### src/ssg_defs.svh
// Offsets, field positions, reset values and timing figures of the feedback strobe generator.
`ifndef SSG_DEFS_SVH
`define SSG_DEFS_SVH

// ----------------------------------------------------------------------------
// Register map
// ----------------------------------------------------------------------------
`define SSG_CTRL_OFS 12'h000
`define SSG_STAT_OFS 12'h004
`define SSG_CTRL_RESET 32'h0000_001c

// ----------------------------------------------------------------------------
// Control word fields
// ----------------------------------------------------------------------------
`define SSG_CTRL_SEL_LSB 0
`define SSG_CTRL_SRC_LSB 2
`define SSG_CTRL_PM_LSB 5

// ----------------------------------------------------------------------------
// Timing
// ----------------------------------------------------------------------------
`define SSG_CLK_MHZ 50
`define SSG_FAIL_PERIOD_US 6500
`define SSG_OVF_PULSE_US 100
`define SSG_BLANK_NS 2000
`define SSG_PRESC_HALF 18'h00200

`endif

### src/ssg_pkg.sv
// Types shared by the feedback strobe generator modules.
package ssg_pkg;

    typedef enum logic [1:0] {
        ssg_mode_normal = 2'b00,
        ssg_mode_fail = 2'b01,
        ssg_mode_sleep = 2'b10
    } ssg_mode_e;

    typedef enum logic [2:0] {
        ssg_src_ch1 = 3'b000,
        ssg_src_ch2 = 3'b001,
        ssg_src_ch3 = 3'b010,
        ssg_src_ch4 = 3'b011,
        ssg_src_ch5 = 3'b100,
        ssg_src_temp = 3'b101,
        ssg_src_supply = 3'b110,
        ssg_src_none = 3'b111
    } ssg_src_e;

    typedef enum logic [1:0] {
        ssg_strb_off = 2'b00,
        ssg_strb_valid = 2'b01,
        ssg_strb_restart = 2'b10,
        ssg_strb_midpoint = 2'b11
    } ssg_strb_e;

    typedef struct packed {
        logic [17:0] cnt;
        logic level;
    } ssg_sq_state_s;

    typedef struct packed {
        logic hreadyout;
        logic hresp;
        logic [31:0] hrdata;
        logic wr_ctrl;
        ssg_strb_e strb_sel;
        ssg_src_e src;
        ssg_src_e src_prev;
        logic [4:0] pm_enable;
        logic [4:0] polarity;
        logic [4:0] fault_lat;
        logic [4:0] en_prev;
        logic on_prev;
        logic [15:0] on_cnt;
        logic [15:0] on_len;
        logic mid_ok;
        logic wait_cycle;
        logic [15:0] blank;
        logic [12:0] ovf_cnt;
        logic strobe_low;
        logic fb_en;
    } ssg_state_s;

endpackage

### src/ssg_square_wave.sv
// Half-period counter that makes the 50% duty strobe square waves.
`timescale 1ns/100ps
module ssg_square_wave (
    // Clock and reset
    input wire logic mclk,
    input wire logic rst,
    // Control
    input wire logic run,
    input wire logic tick,
    input wire logic [17:0] half_period,
    // Result
    output logic level
);
    ssg_pkg::ssg_sq_state_s s;
    ssg_pkg::ssg_sq_state_s n;

    always_comb begin
        n = s;
        if (!run) begin
            // Idle waves sit high so the open-drain pin is released.
            n.cnt = 18'h00000;
            n.level = 1'b1;
        end else if (tick) begin
            if (s.cnt + 18'h00001 >= half_period) begin
                n.cnt = 18'h00000;
                n.level = ~s.level;
            end else begin
                n.cnt = s.cnt + 18'h00001;
            end
        end
    end

    always_ff @(posedge mclk or posedge rst) begin
        if (rst) begin
            s <= '0;
            s.level <= 1'b1;
        end else begin
            s <= n;
        end
    end

    assign level = s.level;
endmodule

### src/ssg_strobe_gen.sv
// Feedback gating, sampling strobe and precision sense control of a five channel switch.
//
// Contract
// RL1: No current feedback during inrush window.
// RL2: PWM channel feeds back only while on.
// RL3: Precision mode flips offset at strobe rise.
// RL4: Controller averages consecutive sample pairs.
// RL5: Precision enable per channel, off in fail.
// RL6: Precision mode halves full scale and limit.
// RL7: Strobe only in Normal mode.
// RL8: Select 00 high, 01 low while valid.
// RL9: Select 10 waits after mux change.
// RL10: Select 11 pulses from midpoint to end.
// RL11: No strobe in inrush or off phase.
// RL12: Blank after mux change and polarity switch.
// RL13: Clock fail with current: 6.5 ms square.
// RL14: Full duty: low, 100 us overflow pulse.
// RL15: No trigger after fault until re-enabled.
// RL16: Voltage source: square at clock/1024.
// RL17: Voltage source, clock fail: 6.5 ms square.
// RL18: Strobe is open drain, low when active.
// RL19: Feedback and strobe only in Normal mode.
// RL20: Three-bit source select routes feedback.
//
// Chosen here: the placing of the registers and register access over AHB-Lite.
`timescale 1ns/100ps
`include "ssg_defs.svh"
module ssg_strobe_gen #(
    parameter logic [17:0] FAIL_HALF_CYC = 18'(`SSG_FAIL_PERIOD_US * `SSG_CLK_MHZ / 2),
    parameter logic [12:0] OVF_CYC = 13'(`SSG_OVF_PULSE_US * `SSG_CLK_MHZ),
    parameter logic [15:0] BLANK_CYC = 16'((`SSG_BLANK_NS * `SSG_CLK_MHZ + 999) / 1000)
) (
    // Clock and reset
    input wire logic mclk,
    input wire logic rst,
    // AHB-Lite slave
    input wire logic hsel,
    input wire logic [11:0] haddr,
    input wire logic [1:0] htrans,
    input wire logic hwrite,
    input wire logic [2:0] hsize,
    input wire logic [31:0] hwdata,
    input wire logic hready,
    output logic hreadyout,
    output logic hresp,
    output logic [31:0] hrdata,
    // Device state
    input wire logic [1:0] device_mode,
    input wire logic pwm_clk_tick,
    input wire logic pwm_cycle_start,
    input wire logic pwm_clock_failed,
    // Per channel state
    input wire logic [4:0] channel_on,
    input wire logic [4:0] channel_enabled,
    input wire logic [4:0] channel_full_duty,
    input wire logic [4:0] inrush_overcurrent_window,
    input wire logic [4:0] output_fault,
    // Feedback control
    output logic feedback_enable,
    output logic [2:0] feedback_source_select,
    output logic [4:0] precision_sense_mode,
    output logic [4:0] sense_polarity,
    output logic [4:0] range_halved,
    // Open-drain sampling strobe
    output logic feedback_sample_strobe_o,
    output logic feedback_sample_strobe_oe
);
    // ------------------------------------------------------------------------
    // Helpers
    // ------------------------------------------------------------------------
    function automatic logic is_current(input ssg_pkg::ssg_src_e src);
        return src <= ssg_pkg::ssg_src_ch5;
    endfunction

    function automatic logic addr_phase(input logic sel, input logic [1:0] trans, input logic rdy);
        return sel & trans[1] & rdy;
    endfunction

    ssg_pkg::ssg_state_s s;
    ssg_pkg::ssg_state_s n;

    logic sq_level;
    logic sq_run;
    logic sq_tick;
    logic [17:0] sq_half;

    logic normal;
    logic failm;
    logic cur;
    logic [2:0] ch;
    logic ch_on;
    logic ch_inrush;
    logic ch_fault;
    logic mux_change;
    logic on_rise;
    logic on_fall;
    logic blanking;
    logic valid;
    logic full_low;
    logic at_mid;
    logic want_low;
    logic pol_switch;

    // ------------------------------------------------------------------------
    // Square wave source
    // ------------------------------------------------------------------------
    always_comb begin
        // The fallback timing uses the system clock, since the PWM clock is gone.
        sq_tick = pwm_clock_failed ? 1'b1 : pwm_clk_tick;
        sq_half = pwm_clock_failed ? FAIL_HALF_CYC : `SSG_PRESC_HALF;
        sq_run = (device_mode == ssg_pkg::ssg_mode_normal) && (s.src != ssg_pkg::ssg_src_none)
            && (!is_current(s.src) || (pwm_clock_failed && s.strb_sel != ssg_pkg::ssg_strb_off));
    end

    ssg_square_wave u_sq (
        .mclk(mclk),
        .rst(rst),
        .run(sq_run),
        .tick(sq_tick),
        .half_period(sq_half),
        .level(sq_level)
    );

    // ------------------------------------------------------------------------
    // Next state
    // ------------------------------------------------------------------------
    always_comb begin
        n = s;
        normal = device_mode == ssg_pkg::ssg_mode_normal; // see RL19
        failm = device_mode == ssg_pkg::ssg_mode_fail;
        cur = is_current(s.src); // see RL20
        ch = cur ? s.src : 3'h0;
        ch_on = channel_on[ch];
        ch_inrush = inrush_overcurrent_window[ch];
        ch_fault = s.fault_lat[ch];
        mux_change = s.src != s.src_prev;
        on_rise = ch_on & ~s.on_prev;
        on_fall = ~ch_on & s.on_prev;

        // Bus slave: zero wait states, always OKAY, unmapped reads give zero.
        n.hreadyout = 1'b1;
        n.hresp = 1'b0;
        if (s.wr_ctrl) begin
            n.strb_sel = ssg_pkg::ssg_strb_e'(hwdata[`SSG_CTRL_SEL_LSB +: 2]);
            n.src = ssg_pkg::ssg_src_e'(hwdata[`SSG_CTRL_SRC_LSB +: 3]);
            n.pm_enable = hwdata[`SSG_CTRL_PM_LSB +: 5];
        end
        if (failm) begin
            n.pm_enable = 5'h00; // see RL5
        end
        n.wr_ctrl = addr_phase(hsel, htrans, hready) && hwrite && haddr == `SSG_CTRL_OFS;
        n.hrdata = 32'h0000_0000;
        if (addr_phase(hsel, htrans, hready) && !hwrite) begin
            if (haddr == `SSG_CTRL_OFS) begin
                n.hrdata = {22'h000000, n.pm_enable, n.src, n.strb_sel};
            end else if (haddr == `SSG_STAT_OFS) begin
                n.hrdata = {11'h000, device_mode, pwm_clock_failed, s.strobe_low, s.fb_en,
                            s.fault_lat, s.polarity, s.on_len[15:10]};
            end
        end

        // Faults hold off triggers until the output is enabled again; a new fault wins.
        n.en_prev = channel_enabled;
        n.fault_lat = (s.fault_lat & ~(channel_enabled & ~s.en_prev)) | output_fault; // see RL15

        // On-time measurement for the midpoint trigger.
        n.src_prev = s.src;
        n.on_prev = ch_on;
        if (on_rise) begin
            n.on_cnt = 16'h0000;
        end else if (ch_on && s.on_cnt != 16'hffff) begin
            n.on_cnt = s.on_cnt + 16'h0001;
        end
        if (on_fall) begin
            n.on_len = s.on_cnt;
            n.mid_ok = 1'b1;
        end
        if (mux_change) begin
            n.mid_ok = 1'b0; // see RL10
        end
        at_mid = s.mid_ok && (s.on_cnt >= {1'b0, s.on_len[15:1]});

        // After a source change, the restart setting waits for a new PWM period.
        if (mux_change) begin
            n.wait_cycle = 1'b1; // see RL9
        end else if (pwm_cycle_start) begin
            n.wait_cycle = 1'b0;
        end

        if (pwm_cycle_start) begin
            n.ovf_cnt = OVF_CYC;
        end else if (s.ovf_cnt != 13'h0000) begin
            n.ovf_cnt = s.ovf_cnt - 13'h0001;
        end

        blanking = (s.blank != 16'h0000) || mux_change || on_rise;
        valid = ch_on && !ch_inrush && !ch_fault && !blanking; // see RL11
        full_low = channel_full_duty[ch] && valid && s.ovf_cnt == 13'h0000 && !s.wait_cycle; // see RL14

        // Strobe demand; high-impedance release is the inactive level.
        want_low = 1'b0;
        if (!normal || s.src == ssg_pkg::ssg_src_none) begin
            want_low = 1'b0; // see RL7
        end else if (!cur) begin
            want_low = ~sq_level; // see RL16
        end else if (pwm_clock_failed) begin
            want_low = (s.strb_sel != ssg_pkg::ssg_strb_off) && !sq_level; // see RL13
        end else begin
            case (s.strb_sel)
                ssg_pkg::ssg_strb_off: want_low = 1'b0; // see RL8
                ssg_pkg::ssg_strb_valid: want_low = valid; // see RL8
                ssg_pkg::ssg_strb_restart: begin
                    want_low = channel_full_duty[ch] ? full_low : (valid && !s.wait_cycle); // see RL9
                end
                ssg_pkg::ssg_strb_midpoint: begin
                    want_low = channel_full_duty[ch] ? full_low : (valid && at_mid); // see RL10
                end
                default: want_low = 1'b0;
            endcase
        end
        n.strobe_low = want_low;

        // A rising strobe in precision mode flips the amplifier offset of that channel.
        pol_switch = cur && s.strobe_low && !want_low && s.pm_enable[ch];
        if (pol_switch) begin
            n.polarity[ch] = ~s.polarity[ch]; // see RL3
        end

        if (mux_change || pol_switch || on_rise) begin
            n.blank = BLANK_CYC; // see RL12
        end else if (s.blank != 16'h0000) begin
            n.blank = s.blank - 16'h0001;
        end

        // Current feedback flows only in the on phase and outside the inrush window.
        if (!normal || s.src == ssg_pkg::ssg_src_none) begin
            n.fb_en = 1'b0; // see RL19
        end else if (cur) begin
            n.fb_en = ch_on && !ch_inrush; // see RL1, see RL2
        end else begin
            n.fb_en = 1'b1;
        end
    end

    always_ff @(posedge mclk or posedge rst) begin
        if (rst) begin
            s <= '0;
            s.src <= ssg_pkg::ssg_src_none;
            s.src_prev <= ssg_pkg::ssg_src_none;
        end else begin
            s <= n;
        end
    end

    // ------------------------------------------------------------------------
    // Outputs
    // ------------------------------------------------------------------------
    assign hreadyout = s.hreadyout;
    assign hresp = s.hresp;
    assign hrdata = s.hrdata;
    assign feedback_enable = s.fb_en;
    assign feedback_source_select = s.src;
    assign precision_sense_mode = s.pm_enable;
    assign sense_polarity = s.polarity;
    assign range_halved = s.pm_enable; // see RL6
    assign feedback_sample_strobe_o = 1'b0; // see RL18
    assign feedback_sample_strobe_oe = s.strobe_low; // see RL18
endmodule

### config.mk
export PLATFORM = sky130hd
export DESIGN_NAME = ssg_strobe_gen
export DESIGN_NICKNAME = d
export VERILOG_FILES = /design/src/ssg_pkg.sv /design/src/ssg_square_wave.sv /design/src/ssg_strobe_gen.sv
export VERILOG_INCLUDE_DIRS = /design/src
export SDC_FILE = /design/constraint.sdc
export NUM_CORES = 1
export LEC_CHECK = 0
export BUFFER_PORTS_ARGS = -buffer_cell sky130_fd_sc_hd__buf_2
export CAP_MARGIN = 10
export CORE_MARGIN = 3
export CORE_UTILIZATION = 55
export DETAILED_ROUTE_END_ITERATION = 10
export GPL_TIMING_DRIVEN = 1
export PLACE_DENSITY = 0.84
export SETUP_SLACK_MARGIN = 0.3
export SYNTH_ARGS = -nofsm -noshare
export SYNTH_HDL_FRONTEND = slang
export SYNTH_SLANG_ARGS = --single-unit
### constraint.sdc
create_clock -name mclk -period 5.2 [get_ports mclk]
set_clock_uncertainty 0.2 [all_clocks]
set_input_delay 1.04 -clock mclk [delete_from_list [all_inputs] [get_ports mclk]]
set_output_delay 1.04 -clock mclk [all_outputs]
set_load 0.01 [all_outputs]
# After elaboration in Yosys (flattened, before gate mapping)
# Index checks and enable logic that the tools add are counted.
# op_classes
reduce_logical	49
order_cmp	5
add_sub_neg	4
n_bitwise	13
n_mux	46
n_eq_ne	11
# ops
operator	count
$mux 16	4
$mux 21	3
$mux 19	2
$mux 18	2
$mux 13	2
$logic_and 1x1->1	21
$mux 1	20
$add 18x1->18 const B	1
$bmux 1 s3	6
$ge 18x18->1	1
$add 16x1->16 const B	1
$ge 16x15->1	1
$ne 16x16->1 const B	1
$reduce_bool 16->1	1
$sub 16x1->16 const B	1
$mux 5	3
$logic_not 13->1	1
$reduce_bool 13->1	1
$sub 13x1->13 const B	1
$eq 12x3->1 const B	1
$logic_not 12->1	1
$reduce_bool 2->1	6
$and 5x5->5	2
$not 5->5	2
other kinds (20)	43
# word_totals
elab_cells	149
register_bits	147
output_inout_bits	55

# Longest topological paths before layout
# depth
ltp_word	22
ltp_mapped	15
depth_no_buf	13

# Cells and area by module
# Synthesis repeated with hierarchy kept, for this count alone.
# hier_totals
cells_unflattened	794
area_unflattened_um2	7701.1
# modules_own_cells
module	area_per_inst_um2	instances	seq_area_each_um2	cells_each
ssg_strobe_gen	6060.8	1	2910.3	602
ssg_square_wave	1640.3	1	476.7	192

# Worst setup path after synthesis
# Ideal clock, no wire load.
# synth_path
path_type	reg2reg
start	register u_sq.s[1] (netlist bit)
end	register u_sq.level (netlist name)
arrival_time_ns	2.806
t_required_ns	4.925
stages_incl_launch_ff	16
setup_time_ns	0.075
path_slack_ns	2.119
path_cell_list	dfrtp_1 ha_1 clkbuf_1 nand4_1 nor2_1 nand2_1 xnor2_1 ha_1 or3_1 a41o_1 o41ai_1 o2111ai_1 a21o_1 clkbuf_1 nand3b_1 mux2i_1
# synth_via
elab_chain_len	4
# synth_rtl
element	line_no	source
start, declared	ssg_square_wave.sv:14	ssg_pkg::ssg_sq_state_s s;
start signal, assigned	ssg_square_wave.sv:38	s <= n;
$add 18x1->18	ssg_square_wave.sv:24	if (s.cnt + 18'h00001 >= half_period) begin
$ge 18x18->1	ssg_square_wave.sv:24	
$ne 2x2->1 (no source line)	-	
$reduce_and 2->1 (no source line)	-	
# No other way between the ends.
# A chain may end at the register's enable or synchronous reset.

# Final worst setup path
# layout_path
start	register u_sq.s[2] (netlist bit)
end	register u_sq.s[9] (netlist bit)
# layout_via
elab_chain_len	5
# layout_rtl
element	line_no	source
$add 18x1->18 (*)	ssg_square_wave.sv:24, ssg_square_wave.sv:28	
$ge 18x18->1	ssg_square_wave.sv:24	
$mux 18 (*)	ssg_square_wave.sv:24	
$mux 19 (*)	ssg_square_wave.sv:23	end else if (tick) begin
$mux 19 (*)	ssg_square_wave.sv:19	if (!run) begin
# Mark *: on every way between the ends. The rest lies on a longest branch, timed or not. The select of a mux whose other input is x is not followed.

==> metrics <==
count of unresolved DRC violations after routing=0; post-route minimum period=4.05 ns; outcome=complete, no violations; areal power density over the cells=between 300 and 400 nW/um2; instance area after placement=between 7000 and 8000 um2; Initial DRC Count=690; DR vias=about 6,200; number of cells produced by synthesis=about 810; Cell Rows=42; Max-slew headroom=around 32%; top cell type's share of synthesized area=around two fifths; detail-routed net length per standard cell=17.2 um; final clock period utilization by the worst path=78.0%; cell taking the most area after synthesis=sky130_fd_sc_hd__dfrtp_1; Layout Utilization=between 60% and 70%; via-per-instance ratio=roughly 6; number of synthesized flops with an enable pin=0; count of different cell masters after synthesis=68; Clk pin slew, worst setup/hold paths=roughly 0.06 ns; I/O Pins=around 140; data required time of the worst path=approximately 5.4 ns; startpoint-to-endpoint class of the critical path=register to register; Synth Flop Type=sky130_fd_sc_hd__dfrtp_1; Ant. Diodes=0; RSZ-0062 raised after global routing=no; upper clock frequency limit=247 MHz; nets=a little under 1,000; synthesis-stage register bit count=~140; layout cells sized above 1=between 10% and 20%; total global-route track usage=24.6%; largest fanout of any net on the critical path=16; wire length on met2=8.44 mm; Die Footprint=about 15,000 um2; sequential area share after synthesis=44.3%; global-route wire length before repair=~29 mm; routed wire length on met3=approximately 1.6 mm; kind of start point of the critical path=register; fraction of registers with async set or reset after synthesis=100%; Clock Tree Buf Depth=2; path class of the lowest-slack min-delay path=register to register; number of detailed-route iterations in the first pass=5; via count of the first global-routing pass=5,853; gr ovfl total=0; relative area change from synthesis to final layout=12.3%; clock sinks=135; mean post-synth cell area=9.40 um2; leakage component of the power=roughly 4 nW; count of warnings emitted by yosys=0; Worst-Skew Late Latency=0.43 ns; type of element capturing the critical path=register; Core Box Area=between 10,000 and 15,000 um2; Root Buffer Master=sky130_fd_sc_hd__clkbuf_16; Die Span Y=about 120 um; antenna violations before repair=0; CP arrival=roughly 4.2 ns; area of the mapped netlist=between 7000 and 8000 um2; number of gates resized after cts=0; hold buffer count at CTS=0; top sig layer=met4; pin count of the biggest net entering global routing=around 110; number of buffers inserted by port buffering=99; number of nets with antenna violations after routing=0; Final HPWL DP=12.0 mm; Final Max Tran Viols=0; final hold violation count=0; postcts setup bufs=0; gpl congestion=about 0.9; H-tree depth reported by CTS=4; TritonCTS clock tree=yes; largest cells by area after synthesis=sky130_fd_sc_hd__dfrtp_1 (42%), sky130_fd_sc_hd__buf_4 (5.1%), sky130_fd_sc_hd__ha_1 (4.7%), sky130_fd_sc_hd__nor2_1 (3.5%), sky130_fd_sc_hd__o21ai_0 (3.1%); Initial Utilization=a little under three fifths; CTS buffer count=17; Chip Width=124 um; total setup violations reported at the end of the flow=0; Final TNS setup=0 ns; final WL=18.0 mm; actual transition at the worst max-transition pin=1.02 ns; number of max-capacitance violations reported=0; IR drop worst, VDD=roughly 0.27 mV; met1 routed wirelength after detailed routing=7.51 mm; post-route standard cell area excluding fillers=8600 um2
## cell type report
| type | instances | area, um2 |
|---|---|---|
| tap | 176 | 220 |
| clock inverter | 11 | 218 |
| fill | 1039 | 4800 |
| inverter | 35 | 136 |
| multi-input combinational | 565 | 3640 |
| clock buffer | 21 | 470 |
| timing repair buffer | 103 | 526 |
| sequential | 135 | 3390 |
## registers in the layout (all words and copies together) (netlist names)
name,flops
precision_sense_mode,5
sense_polarity,5
hrdata,21
hreadyout,1
u_sq.level,1
feedback_enable,1
feedback_source_select,3
s,79
u_sq.s,18
feedback_sample_strobe_oe,1
## cell usage in the layout, fill, tap and decap left out, types with 4 or more instances in the layout
| cell | n |
|---|---|
| sky130_fd_sc_hd__a221o_1 | 6 |
| sky130_fd_sc_hd__nor3b_1 | 4 |
| sky130_fd_sc_hd__mux2_2 | 12 |
| sky130_fd_sc_hd__or3_1 | 8 |
| sky130_fd_sc_hd__mux2i_1 | 7 |
| sky130_fd_sc_hd__a21o_1 | 13 |
| sky130_fd_sc_hd__nand2b_1 | 25 |
| sky130_fd_sc_hd__buf_2 | 99 |
| sky130_fd_sc_hd__a211oi_1 | 11 |
| sky130_fd_sc_hd__and3_1 | 18 |
| sky130_fd_sc_hd__xnor2_1 | 25 |
| sky130_fd_sc_hd__nor2_1 | 71 |
| sky130_fd_sc_hd__nand2_1 | 54 |
| sky130_fd_sc_hd__dfrtp_1 | 128 |
| sky130_fd_sc_hd__nor4_1 | 8 |
| sky130_fd_sc_hd__or4_1 | 5 |
| sky130_fd_sc_hd__dfstp_2 | 7 |
| sky130_fd_sc_hd__xor2_1 | 20 |
| sky130_fd_sc_hd__nand3b_1 | 6 |
| sky130_fd_sc_hd__a21oi_1 | 37 |
| sky130_fd_sc_hd__nand4_1 | 18 |
| sky130_fd_sc_hd__o21ai_0 | 47 |
| sky130_fd_sc_hd__bufinv_16 | 6 |
| sky130_fd_sc_hd__a22oi_1 | 5 |
| sky130_fd_sc_hd__buf_4 | 4 |
| sky130_fd_sc_hd__nor3_1 | 30 |
| sky130_fd_sc_hd__inv_1 | 34 |
| sky130_fd_sc_hd__clkbuf_16 | 17 |
| sky130_fd_sc_hd__nand3_1 | 25 |
| sky130_fd_sc_hd__ha_1 | 29 |
| sky130_fd_sc_hd__nor2b_1 | 9 |
| sky130_fd_sc_hd__conb_1 | 14 |
| sky130_fd_sc_hd__and4_1 | 6 |
## routing by layer
metal  vias up  track usage [%]
li1       2886                -
met3        47             7.58
met5         -                0
met2       262             38.7
met4         0             9.45
met1      2996             31.9
## critical path, cell delays in order (launching register included)
cell and delay (ns):
sky130_fd_sc_hd__dfrtp_1 0.54, sky130_fd_sc_hd__ha_1 0.39, sky130_fd_sc_hd__nand4_1 0.16, sky130_fd_sc_hd__nor2_1 0.17, sky130_fd_sc_hd__nand2_1 0.12, sky130_fd_sc_hd__xnor2_1 0.15, sky130_fd_sc_hd__ha_1 0.19, sky130_fd_sc_hd__or3_1 0.32
sky130_fd_sc_hd__a41o_1 0.22, sky130_fd_sc_hd__o41ai_1 0.11, sky130_fd_sc_hd__o2111ai_1 0.19, sky130_fd_sc_hd__a21o_1 0.39, sky130_fd_sc_hd__a21oi_1 0.58, sky130_fd_sc_hd__a221o_1 0.26
## cell usage after synthesis, types with 5 or more instances
master and number:
sky130_fd_sc_hd__xnor2_1 25, sky130_fd_sc_hd__a21o_1 13, sky130_fd_sc_hd__nand4_1 18, sky130_fd_sc_hd__o21ai_0 47, sky130_fd_sc_hd__a22oi_1 5, sky130_fd_sc_hd__inv_1 35
sky130_fd_sc_hd__xor2_1 20, sky130_fd_sc_hd__or4_1 5, sky130_fd_sc_hd__ha_1 29, sky130_fd_sc_hd__nand3_1 25, sky130_fd_sc_hd__or3_1 8, sky130_fd_sc_hd__nand2_1 54
sky130_fd_sc_hd__mux2_2 12, sky130_fd_sc_hd__dfrtp_1 128, sky130_fd_sc_hd__clkbuf_1 34, sky130_fd_sc_hd__a211oi_1 11, sky130_fd_sc_hd__and4_1 6, sky130_fd_sc_hd__and3_1 18
sky130_fd_sc_hd__dfstp_2 7, sky130_fd_sc_hd__nor3_1 31, sky130_fd_sc_hd__nor2b_1 9, sky130_fd_sc_hd__mux2i_1 7, sky130_fd_sc_hd__nor4_1 8, sky130_fd_sc_hd__a221o_1 6
sky130_fd_sc_hd__nand3b_1 6, sky130_fd_sc_hd__a21oi_1 37, sky130_fd_sc_hd__nor2_1 71, sky130_fd_sc_hd__buf_4 52, sky130_fd_sc_hd__nand2b_1 25
## worst paths after layout
path                                  startpoint                     to  slack [ns]  cells past startpoint
max                        u_sq.s[2]$_DFFE_PP0P_  u_sq.s[9]$_DFFE_PP0P_        1.15                     13
min                            s[14]$_DFFE_PP0P_      s[14]$_DFFE_PP0P_        0.28                      1
max reg2reg                u_sq.s[2]$_DFFE_PP0P_  u_sq.s[9]$_DFFE_PP0P_        1.15                     13
min reg2reg                    s[14]$_DFFE_PP0P_      s[14]$_DFFE_PP0P_        0.28                      1
max in group asynchronous                    rst      s[47]$_DFFE_PP0P_        3.26                      3
min in group asynchronous                    rst       s[6]$_DFFE_PP0P_        0.62                      2
## power breakdown
group	switching, mW	internal, mW	leakage (nW)	total, mW
logic	0.161	0.116	1.91	0.277
clock network	0.463	0.939	0.330	1.40
registers	0.0546	1.10	1.77	1.16
total	0.679	2.16	4.01	2.84
## metrics by stage
stage,power [mW],setup slack (ns),hold WS [ns],std cells
2_1_floorplan,1.36,0.360,0.160,826
3_3_place_gp,1.42,1.33,0.261,1014
3_5_place_dp,1.43,1.29,0.269,1014
4_1_cts,2.84,1.21,0.281,1046
5_1_grt,2.93,0.955,0.304,1046
6_report,2.84,1.15,0.281,1046
## cells by family (layout without fill, tap and decap cells)
logic type | after synthesis | in the layout | share of synthesized area, %
adder cells (fa/ha/maj) | 29 | 29 | 4.74
other | 2 | 14 | 0.0981
buffers and inverters | 126 | 170 | 8.89
multiplexers | 20 | 20 | 2.98
XOR/XNOR | 45 | 45 | 5.15
AO/OA/AOI/OAI | 148 | 148 | 12.3
AND/OR/NAND/NOR | 309 | 309 | 21.5
flip-flops | 135 | 135 | 44.3
(Power assumes the default switching activity.)
